$ cat src/logic/csc_pkg.sv
/*
  constants, field layouts and carrier types shared by the converter
  sequence control block and its clock divider.
  assumes a 32-bit apb register bus and a single 25 MHz cpu clock.
*/
package csc_pkg;

  // ****************************************
  // register map
  // ****************************************
  localparam logic [11:0] CFG_IDX      = 12'h04C;            // config register index
  localparam logic [11:0] RATE_IDX     = 12'h04E;            // interval register index
  localparam logic [11:0] SETTLE_IDX   = 12'h050;            // settling register index
  localparam logic [11:0] CFG_ADDR     = {CFG_IDX[9:0], 2'b00};
  localparam logic [11:0] RATE_ADDR    = {RATE_IDX[9:0], 2'b00};
  localparam logic [11:0] SETTLE_ADDR  = {SETTLE_IDX[9:0], 2'b00};
  localparam logic [11:0] IRQ_STS_ADDR = 12'h180;            // sticky event bits
  localparam logic [11:0] IRQ_MSK_ADDR = 12'h184;            // event mask

  // ****************************************
  // field positions and reset values
  // ****************************************
  localparam int          CFG_READY_BIT = 6;                  // done flag position
  localparam logic [7:0]  CFG_RESET     = 8'h07;
  localparam logic [15:0] RATE_RESET    = 16'h0167;
  localparam logic [15:0] SETTLE_RESET  = 16'h002F;
  localparam int          EVT_DONE_BIT  = 0;                  // conversion complete
  localparam int          EVT_MISS_BIT  = 1;                  // start slot lost while busy
  localparam logic [1:0]  MASK_RESET    = 2'h1;

  // ****************************************
  // timing
  // ****************************************
  localparam logic [7:0]  CONV_TICKS    = 8'h10;              // converter clocks per sample

  // converter clock divider encodings
  localparam logic [1:0]  DIV_BY_1 = 2'h0;
  localparam logic [1:0]  DIV_BY_2 = 2'h1;
  localparam logic [1:0]  DIV_BY_4 = 2'h2;

  // ****************************************
  // types
  // ****************************************
  typedef struct packed {
    logic       analogKeepPowered;     // bit 7
    logic       conversionDoneFlag;    // bit 6
    logic [1:0] converterClockDivider; // bits 5:4
    logic       conversionInProgress;  // bit 3
    logic       completionIrqEnable;   // bit 2
    logic       referenceBufferOn;     // bit 1
    logic       converterEnable;       // bit 0
  } csc_cfg_t;

  typedef struct packed {
    logic converterEnable;   // converter hardware active
    logic referenceBufferOn; // buffer drives the reference output pin
    logic analogPowered;     // analog section supply
    logic muxSwitch;         // one-cycle pulse: input mux switches
    logic convStart;         // one-cycle pulse: sampling begins
  } csc_ana_t;

  typedef enum logic [1:0] {
    ST_OFF     = 2'b00,
    ST_WAIT    = 2'b01,
    ST_SETTLE  = 2'b10,
    ST_CONVERT = 2'b11
  } csc_state_t;

endpackage

$ cat src/logic/csc_clock_divider.sv
/*
  converter clock divider: one-cycle tick at the cpu clock divided by
  one, two or four.
  assumes divSel is held steady while run is high.
*/
`timescale 1ns/1ps
module csc_clock_divider
  import csc_pkg::*;
(
  input  wire logic       ref_clk,
  input  wire logic       rst,
  input  wire logic       run,
  input  wire logic [1:0] divSel,
  output logic            tick
);

  // ****************************************
  // divider state
  // ****************************************
  logic [1:0] cnt_q;   // phase within one converter clock
  logic [1:0] cnt_d;
  logic       tick_q;  // registered tick
  logic       tick_d;

  // next phase and tick
  always_comb begin
    cnt_d  = 2'h0;
    tick_d = 1'b0;
    if (run) begin
      case (divSel)
        DIV_BY_1: begin
          tick_d = 1'b1;
        end
        DIV_BY_2: begin
          cnt_d  = {1'b0, ~cnt_q[0]};
          tick_d = cnt_q[0];
        end
        default: begin
          // reserved code runs as divide by four, the slowest safe rate
          cnt_d  = cnt_q + 2'h1;
          tick_d = (cnt_q == 2'h3);
        end
      endcase
    end
  end

  // registers only
  always_ff @(posedge ref_clk or posedge rst) begin
    if (rst) begin
      cnt_q  <= 2'h0;
      tick_q <= 1'b0;
    end else begin
      cnt_q  <= cnt_d;
      tick_q <= tick_d;
    end
  end

  assign tick = tick_q;

endmodule

$ cat src/logic/csc_converter_sequence_control.sv
/*
  converter sequence control: apb registers, conversion pacing,
  settling wait, busy and done status, completion interrupt and
  analog power control.
  assumes apb signals synchronous to ref_clk and software that keeps
  the reserved divider code out of the config register.
*/
// Local design decision: the APB slave port.
//
// Overview of operation
// - enable bit activates converter hardware
// - bit one turns reference buffer on
// - interrupt enable gates completion interrupt
// - busy bit high during conversion cycle
// - divider field selects divide one two four
// - completion sets done flag, raises interrupt
// - analog section off after conversion unless kept
// - conversions spaced interval plus one clocks
// - settle wait value plus one clocks
`timescale 1ns/1ps
module csc_converter_sequence_control
  import csc_pkg::*;
(
  input  wire logic        ref_clk,
  input  wire logic        rst,
  input  wire logic        psel,
  input  wire logic        penable,
  input  wire logic        pwrite,
  input  wire logic [11:0] paddr,
  input  wire logic [31:0] pwdata,
  output logic             pready,
  output logic [31:0]      prdata,
  output logic             pslverr,
  output logic             irq,
  output csc_ana_t         anaCtl
);

  // ****************************************
  // declarations
  // ****************************************
  csc_cfg_t    cfg_q;          // converter config, busy bit unused here
  csc_cfg_t    cfg_d;
  logic [15:0] rate_q;         // conversion interval
  logic [15:0] rate_d;
  logic [15:0] settle_q;       // settling delay
  logic [15:0] settle_d;
  logic [1:0]  evt_q;          // sticky events
  logic [1:0]  evt_d;
  logic [1:0]  mask_q;         // event mask
  logic [1:0]  mask_d;
  logic        pready_q;       // one wait state on every access
  logic        pready_d;
  logic [31:0] prdata_q;
  logic [31:0] prdata_d;
  logic        pslverr_q;
  logic        pslverr_d;
  logic        irq_q;
  logic        irq_d;
  csc_ana_t    ana_q;
  csc_ana_t    ana_d;
  csc_state_t  state_q;        // sequencer state
  csc_state_t  state_d;
  logic [15:0] periodCnt_q;    // start-to-start pacing
  logic [15:0] periodCnt_d;
  logic [15:0] settleCnt_q;    // clocks spent settling
  logic [15:0] settleCnt_d;
  logic [7:0]  tickCnt_q;      // converter clocks spent sampling
  logic [7:0]  tickCnt_d;
  logic        busy_q;         // conversion in progress
  logic        busy_d;
  logic        convTick;       // converter clock tick
  logic        startSlot;      // pacing counter wrapped
  logic        convDone;       // conversion finishes this cycle
  logic        access;         // apb access phase, before pready
  logic        wrEn;           // write commits this edge
  logic        cfgWr;
  logic        stsWr;

  // true for a mapped register address
  function automatic logic isMapped(input logic [11:0] a);
    isMapped = (a == CFG_ADDR) || (a == RATE_ADDR) || (a == SETTLE_ADDR) ||
               (a == IRQ_STS_ADDR) || (a == IRQ_MSK_ADDR);
  endfunction

  // busy states of the sequencer
  function automatic logic isBusy(input csc_state_t s);
    isBusy = (s == ST_SETTLE) || (s == ST_CONVERT);
  endfunction

  // ****************************************
  // converter clock
  // ****************************************
  csc_clock_divider uDivider (
    .ref_clk (ref_clk),
    .rst     (rst),
    .run     (cfg_q.converterEnable),
    .divSel  (cfg_q.converterClockDivider),
    .tick    (convTick)
  );

  // ****************************************
  // apb slave
  // ****************************************
  assign access = psel && penable && !pready_q;
  assign wrEn   = psel && penable && pready_q && pwrite;
  assign cfgWr  = wrEn && (paddr == CFG_ADDR);
  assign stsWr  = wrEn && (paddr == IRQ_STS_ADDR);

  // read data and response, ready one cycle into the access phase
  always_comb begin
    pready_d  = access;
    pslverr_d = access && !isMapped(paddr);
    prdata_d  = 32'h0;
    if (access && !pwrite) begin
      case (paddr)
        CFG_ADDR: begin
          prdata_d[7:0] = {cfg_q.analogKeepPowered, cfg_q.conversionDoneFlag,
                           cfg_q.converterClockDivider, busy_q,
                           cfg_q.completionIrqEnable, cfg_q.referenceBufferOn,
                           cfg_q.converterEnable};
        end
        RATE_ADDR: begin
          prdata_d[15:0] = rate_q;
        end
        SETTLE_ADDR: begin
          prdata_d[15:0] = settle_q;
        end
        IRQ_STS_ADDR: begin
          prdata_d[1:0] = evt_q;
        end
        IRQ_MSK_ADDR: begin
          prdata_d[1:0] = mask_q;
        end
        default: begin
          prdata_d = 32'h0;                      // unmapped reads zero
        end
      endcase
    end
  end

  always_ff @(posedge ref_clk or posedge rst) begin
    if (rst) begin
      pready_q  <= 1'b0;
      pslverr_q <= 1'b0;
      prdata_q  <= 32'h0;
    end else begin
      pready_q  <= pready_d;
      pslverr_q <= pslverr_d;
      prdata_q  <= prdata_d;
    end
  end

  // ****************************************
  // sequencer
  // ****************************************
  assign startSlot = cfg_q.converterEnable && (periodCnt_q == rate_q);
  assign convDone  = (state_q == ST_CONVERT) && convTick &&
                     (tickCnt_q == CONV_TICKS - 8'h01);

  // pacing runs freely while enabled so the slot grid never drifts
  always_comb begin
    state_d     = state_q;
    periodCnt_d = 16'h0;
    settleCnt_d = settleCnt_q;
    tickCnt_d   = tickCnt_q;
    if (cfg_q.converterEnable) begin
      periodCnt_d = startSlot ? 16'h0 : periodCnt_q + 16'h1;
    end
    case (state_q)
      ST_OFF: begin
        if (cfg_q.converterEnable) begin
          state_d = ST_WAIT;
        end
      end
      ST_WAIT: begin
        if (startSlot) begin
          state_d     = ST_SETTLE;
          settleCnt_d = 16'h0;
        end
      end
      ST_SETTLE: begin
        settleCnt_d = settleCnt_q + 16'h1;
        if (settleCnt_q == settle_q) begin
          state_d   = ST_CONVERT;
          tickCnt_d = 8'h0;
        end
      end
      ST_CONVERT: begin
        if (convTick) begin
          tickCnt_d = tickCnt_q + 8'h01;
        end
        if (convDone) begin
          state_d = ST_WAIT;
        end
      end
      default: begin
        state_d = ST_OFF;
      end
    endcase
    // clearing the enable aborts any conversion at once
    if (!cfg_q.converterEnable) begin
      state_d = ST_OFF;
    end
    busy_d = isBusy(state_d);
  end

  always_ff @(posedge ref_clk or posedge rst) begin
    if (rst) begin
      state_q     <= ST_OFF;
      periodCnt_q <= 16'h0;
      settleCnt_q <= 16'h0;
      tickCnt_q   <= 8'h0;
      busy_q      <= 1'b0;
    end else begin
      state_q     <= state_d;
      periodCnt_q <= periodCnt_d;
      settleCnt_q <= settleCnt_d;
      tickCnt_q   <= tickCnt_d;
      busy_q      <= busy_d;
    end
  end

  // ****************************************
  // registers, status and interrupt
  // ****************************************
  // done flag: set beats a clearing write in the same cycle
  always_comb begin
    cfg_d    = cfg_q;
    rate_d   = rate_q;
    settle_d = settle_q;
    mask_d   = mask_q;
    evt_d    = evt_q;
    if (cfgWr) begin
      cfg_d.analogKeepPowered     = pwdata[7];
      cfg_d.converterClockDivider = pwdata[5:4];
      cfg_d.completionIrqEnable   = pwdata[2];
      cfg_d.referenceBufferOn     = pwdata[1];
      cfg_d.converterEnable       = pwdata[0];
      if (!pwdata[CFG_READY_BIT]) begin
        cfg_d.conversionDoneFlag = 1'b0;
      end
    end
    cfg_d.conversionInProgress = 1'b0;                         // status lives in busy_q
    if (wrEn && (paddr == RATE_ADDR)) begin
      rate_d = pwdata[15:0];
    end
    if (wrEn && (paddr == SETTLE_ADDR)) begin
      settle_d = pwdata[15:0];
    end
    if (wrEn && (paddr == IRQ_MSK_ADDR)) begin
      mask_d = pwdata[1:0];
    end
    if (stsWr) begin
      evt_d = evt_q & ~pwdata[1:0];
    end
    if (convDone) begin
      cfg_d.conversionDoneFlag = 1'b1;
      evt_d[EVT_DONE_BIT]      = 1'b1;
    end
    if (startSlot && isBusy(state_q)) begin
      evt_d[EVT_MISS_BIT] = 1'b1;                              // slot lost, rate too fast
    end
    irq_d = cfg_q.completionIrqEnable && ((evt_q & mask_q) != 2'h0);
  end

  always_ff @(posedge ref_clk or posedge rst) begin
    if (rst) begin
      cfg_q    <= CFG_RESET;
      rate_q   <= RATE_RESET;
      settle_q <= SETTLE_RESET;
      mask_q   <= MASK_RESET;
      evt_q    <= 2'h0;
      irq_q    <= 1'b0;
    end else begin
      cfg_q    <= cfg_d;
      rate_q   <= rate_d;
      settle_q <= settle_d;
      mask_q   <= mask_d;
      evt_q    <= evt_d;
      irq_q    <= irq_d;
    end
  end

  // ****************************************
  // analog controls
  // ****************************************
  always_comb begin
    ana_d.converterEnable   = cfg_q.converterEnable;
    ana_d.referenceBufferOn = cfg_q.referenceBufferOn;
    ana_d.analogPowered     = cfg_q.converterEnable &&
                              (cfg_q.analogKeepPowered || isBusy(state_d));
    ana_d.muxSwitch         = (state_q == ST_WAIT) && (state_d == ST_SETTLE);
    ana_d.convStart         = (state_q == ST_SETTLE) && (state_d == ST_CONVERT);
  end

  always_ff @(posedge ref_clk or posedge rst) begin
    if (rst) begin
      ana_q <= '0;
    end else begin
      ana_q <= ana_d;
    end
  end

  assign pready  = pready_q;
  assign prdata  = prdata_q;
  assign pslverr = pslverr_q;
  assign irq     = irq_q;
  assign anaCtl  = ana_q;

  // ****************************************
  // checks
  // ****************************************
  logic [15:0] gapCnt_q;    // clocks since the previous start slot
  logic        gapSeen_q;   // a previous slot exists
  logic        div4Run;     // divide by four selected while running
  // tick spacing only holds while the divider code and enable stay put
  assign div4Run = cfg_q.converterEnable && (cfg_q.converterClockDivider == DIV_BY_4);
  always_ff @(posedge ref_clk or posedge rst) begin
    if (rst) begin
      gapCnt_q  <= 16'h0;
      gapSeen_q <= 1'b0;
    end else begin
      gapCnt_q  <= startSlot ? 16'h0 : gapCnt_q + 16'h1;
      gapSeen_q <= cfg_q.converterEnable && (gapSeen_q || startSlot);
    end
  end
endmodule

$ cat config.mk
export PLATFORM = sky130hd
export DESIGN_NAME = csc_converter_sequence_control
export DESIGN_NICKNAME = d
export VERILOG_FILES = /design/src/logic/csc_pkg.sv /design/src/logic/csc_clock_divider.sv /design/src/logic/csc_converter_sequence_control.sv
export SDC_FILE = /design/constraint.sdc
export NUM_CORES = 1
export LEC_CHECK = 0
export BUFFER_PORTS_ARGS = -buffer_cell sky130_fd_sc_hd__buf_2
export CELL_PAD_IN_SITES_DETAIL_PLACEMENT = 0
export CELL_PAD_IN_SITES_GLOBAL_PLACEMENT = 1
export CORE_MARGIN = 5
export CORE_UTILIZATION = 48
export CTS_CLUSTER_DIAMETER = 30
export DETAILED_ROUTE_END_ITERATION = 8
export PLACE_DENSITY_LB_ADDON = 0.1
export SLEW_MARGIN = 25
export SYNTH_ARGS = -nofsm -noshare
export SYNTH_HDL_FRONTEND = slang
export SYNTH_HIERARCHICAL = 1
export SYNTH_SLANG_ARGS = --single-unit
$ cat constraint.sdc
create_clock -name ref_clk -period 5.4 [get_ports ref_clk]
set_input_delay 0.81 -clock ref_clk [delete_from_list [all_inputs] [get_ports ref_clk]]
set_output_delay 0.81 -clock ref_clk [all_outputs]
set_load 0.05 [all_outputs]
* Word-level counts from Yosys, hierarchy flattened
Cells that the tools add are included.
Operators by class: reduce and logical (&&, ||, !) cells 40, bitwise operators 4, mux-type cells 26, equality and inequality tests 19, $add $sub $neg 4
Operators with widths (number):
- 16-bit 2-to-1 mux | 4
- 12-bit by 9-bit equality test with 1-bit output, second input constant | 5
- 16-bit by 1-bit adder with 16-bit output, second input constant | 2
- 16-bit equality test | 2
- 16-bit case mux with 2 select lines | 1
- 8-bit case mux with 2 select lines | 2
- 1-bit logical AND | 19
- 6-bit case mux with 3 select lines | 1
- 8-bit 2-to-1 mux | 2
- 2-bit 2-to-1 mux | 6
- 2-bit nonzero test | 6
- 2-bit equality test, second input constant | 5
- 2-bit case mux with 5 select lines | 1
- 8-bit by 1-bit adder with 8-bit output, second input constant | 1
- 8-bit by 4-bit equality test with 1-bit output, second input constant | 1
- 2-bit case mux with 4 select lines | 1
- 1-bit logical OR | 7
- 1-bit 2-to-1 mux | 5
- 2-bit AND | 2
- 2-bit by 1-bit equality test with 1-bit output, second input constant | 2
- 2-bit zero test | 2
- 2-bit by 1-bit inequality test with 1-bit output, second input constant | 2
- 2-bit inequality test, second input constant | 2
- 2-bit case mux with 2 select lines | 1
- other kinds (8) | 11
Storage, ports and cells: register bits 129, output and inout bits 40

* Logic depth before layout (Yosys ltp)
word-level depth 10, depth in mapped cells 7, depth with buffers taken out 6

* Hierarchy
The synthesis kept the hierarchy.
By module, submodules not included:
- csc_converter_sequence_control | times used 1, area an instance 5343.9 sq um, cells an instance 477
- csc_clock_divider | times used 1, area an instance 128.9 sq um, cells an instance 11

* Least setup slack after synthesis
OpenSTA, ideal clock, no wires.
path kind input -> register, start point in paddr[9], end point reg settle_q[4], data required time 5.275 ns, arrival time 2.299 ns, path slack 2.976 ns, stages 7, path through nor4b_2 nand2_2 nor3b_4 nor2b_1 buf_4 buf_6 mux2_2
Between the ends: word-level cells in the longest chain between the ends 2
RTL lines:
- start: declaration | line csc_converter_sequence_control.sv:29 | input wire logic [11:0] paddr,
- 12-bit by 9-bit equality test with 1-bit output | line csc_converter_sequence_control.sv:247 | if (wrEn && (paddr == SETTLE_ADDR)) begin
- 1-bit logical AND | line csc_converter_sequence_control.sv:247
- end signal: assignment | line csc_converter_sequence_control.sv:277 | settle_q <= settle_d;
- end: declaration | line csc_converter_sequence_control.sv:45 | logic [15:0] settle_q;
Every way passes these cells. A chain may end at the register's enable or synchronous reset.

* Worst setup path in the final report
start point in paddr[9], end point reg settle_q[8]
Same word-level chain as after synthesis.

==> flow_metrics.env <==
export IMPL_status="completed"
export IMPL_place_hpwl_um=8890
export IMPL_setup_viol=0
export IMPL_end_kind="flip-flop"
export IMPL_design_area_um2=6420
export IMPL_fin_crit_sh=0.502
export IMPL_synth_ff_type="dfrtp_1"
export IMPL_postCtsHoldBufs=0
export IMPL_slowest_delay_ps=680
export IMPL_path_clk_slew_ps=50
export IMPL_post_route_util=0.567
export IMPL_tns_ps=0
export IMPL_power_mw=2.03
export IMPL_cp_cell_sequence="buf_2 -> nor4b_2 -> nand2_2 -> nor3b_4 -> nor2b_1 -> buf_4 -> mux2_2"
export IMPL_max_vdd_ir_drop_mv=0.308
export IMPL_detail_route_wl_per_cell_um=18.0
export IMPL_p_per_area_nw_per_um2=317
export IMPL_grt_usage=0.201
export IMPL_r2r_start="rate_q[6]"
export IMPL_cts_buffers=17
export IMPL_slew_viol_final=0
export IMPL_slowest_stage="nor3b_4"
export IMPL_start_util=0.483
export IMPL_synth_seq_cells=113
export IMPL_fin_hold_ws_ps=287
export IMPL_relSlewSlack=0.284
export IMPL_internal_power_mw=1.60
export IMPL_via_count=3881
export IMPL_grt_max_degree=74
export IMPL_use_met3=0.0386
export IMPL_drtPass1Iterations=5
export IMPL_postSynthCellCount=488
export IMPL_worstPathRequired_ps=5690
export IMPL_cts_tree="yes"
export IMPL_n_antenna_cell=0
export IMPL_grt_busiest_layer="met2"
export IMPL_skew_ps=7.75
export IMPL_synth_cell_types=52
export IMPL_stdcell_count=707
export IMPL_start_kind="input pin"
export IMPL_grt_use_met1=0.265
export IMPL_seq_area_frac_synth=0.520
export IMPL_p_comb_frac=0.035
export IMPL_cp_max_fo=16
export IMPL_drive_gt1_frac=0.275
export IMPL_syn2layout_area_growth_pct=17.4
export IMPL_pre_cts_ws_ps=2250
export IMPL_die_width_um=117
export IMPL_post_cts_buffers=0
export IMPL_synth_avg_cell_area_um2=11.2
export IMPL_grt_first_pass_wirelength_um=20600
export IMPL_ys_warn_count=6
export IMPL_postPlaceCellArea_um2=5830
export IMPL_p_sw_frac=0.213
export IMPL_dpl_cell_count=675
export IMPL_async_flop_share=1.00
export IMPL_io_pins=89
export IMPL_cts_sinks=113
export IMPL_htreeDepth=4
export IMPL_clkPwrFrac=0.547
export IMPL_core_um2=11300
export IMPL_min_path_type="in2async"
export IMPL_antenna_found_initial=0
export IMPL_grt_pass1_vias=3938
export IMPL_syn_area_um2=5470
export IMPL_synth_edf_count=0
export IMPL_place_congestion=0.756
export IMPL_tightest_slew_ps=1070
export IMPL_clockRootBuffer="clkbuf_16"
export IMPL_die_area_um2=13600
export IMPL_max_freq_mhz=369
export IMPL_drtAntennaViolNets=0
export IMPL_portBuffers=56
export IMPL_placementRows=39
export IMPL_routed_wl_um=12700
export IMPL_nets=604
export IMPL_crit_arrival_ps=3000
export IMPL_post_cts_resized=0
export IMPL_routed_via_density=5.49
export IMPL_max_cap_viol_count=0
export IMPL_crit_type="in2reg"
export IMPL_period_minus_slack_ps=2710
export IMPL_die_y_um=117
export IMPL_first_iter_violations=304
export IMPL_setup_ws_ps=2690
export IMPL_p_sw_mw=0.433
export IMPL_crit_path_start="paddr[9]"
export IMPL_ctsLongestPathBuffers=2
export IMPL_p_leak_nw=3.12
export IMPL_seqPwrFrac=0.418
export IMPL_clk_latency_ps=410
export IMPL_gr_total_overflow=0
export IMPL_hold_viol=0
export IMPL_rsz0062_at_grt="false"
export IMPL_route_detailed_drc=0
export IMPL_met2_usage=0.323
## placed cells by master, fill, tap and decap left out, types with 7 or more instances in the layout
| master | count |
|---|---|
| a22oi_1 | 9 |
| nor3_1 | 9 |
| a222oi_1 | 8 |
| and3_1 | 8 |
| nor2_1 | 52 |
| nand3_1 | 10 |
| nand4_1 | 14 |
| mux2_2 | 42 |
| clkbuf_16 | 17 |
| buf_2 | 56 |
| xor2_1 | 44 |
| conb_1 | 16 |
| dfstp_2 | 15 |
| inv_1 | 7 |
| nor4_1 | 11 |
| dfrtp_1 | 98 |
| xnor2_1 | 10 |
| nand2_1 | 37 |
## worst paths after layout
check / to / slack [ps] / depth (start not counted)
max: settle_q[8] / 2690 / 7
min reg2reg: anaCtl[3] / 410 / 0
min: uDivider/cnt_q[1] / 290 / 2
max in group asynchronous: rate_q[1] / 3740 / 3
max reg2reg: settleCnt_q[7] / 2740 / 5
min in group ref_clk: anaCtl[3] / 410 / 0
## area by class of cell
class | instances | area [µm²]
well taps | 143 | 179
fillers | 990 | 4900
inverters | 8 | 32.5
clock inverters | 5 | 77.6
clock buffers | 27 | 513
flip-flops and latches | 113 | 2850
repair buffers | 59 | 303
multi-input cells | 352 | 2470
## power by group through the flow
stage	sequential [mW]	clock, mW	combinational [mW]
after floorplan	0.867	0	0.0514
after detailed placement	0.864	0	0.0713
final	0.850	1.11	0.0704
after CTS	0.850	1.13	0.0715
after global routing	0.850	1.17	0.0775
after global placement	0.864	0	0.0705
## registers in the layout, indices dropped and copies added (netlist names), 5 cells and up
signal       cells
periodCnt_q     16
anaCtl           5
cfg_q            5
settle_q        16
settleCnt_q     16
prdata          16
rate_q          16
tickCnt_q        8
## layer usage
metal	part of all wire	vias to the layer above
li1	-	1838
met1	0.46	1947
met2	0.49	74
met3	0.031	22
met4	0.021	0
met5	0	-
## synthesized netlist by cell type, drive strengths merged (9+ instances only)
library cell	instances	area [µm²]
nor2	52	195
xnor2	10	87.6
nor4	15	136
nor3	10	50.1
nand4	15	100
dfrtp	98	2450
buf	23	169
xor2	44	385
o21ai	9	45.0
mux2	42	473
dfstp	15	394
nand2	38	145
nand3	10	50.1
a22oi	9	67.6
## worst max-delay path, delay by kind of cell
family                 cells  cell delay (ps)
multiplexers               1              370
buffers and inverters      2              390
AND/OR/NAND/NOR            4             1410
## logic make-up after synthesis
family,synth area share
and+or+nand+nor,0.181
xor gates and xnor gates,0.0864
other,0.000685
adders and majority gates,0.00915
muxes,0.0937
DFF,0.520
AOI/OAI and AO/OA,0.0681
buffers and inverters,0.0412
Power figures use the tool's default switching activity.
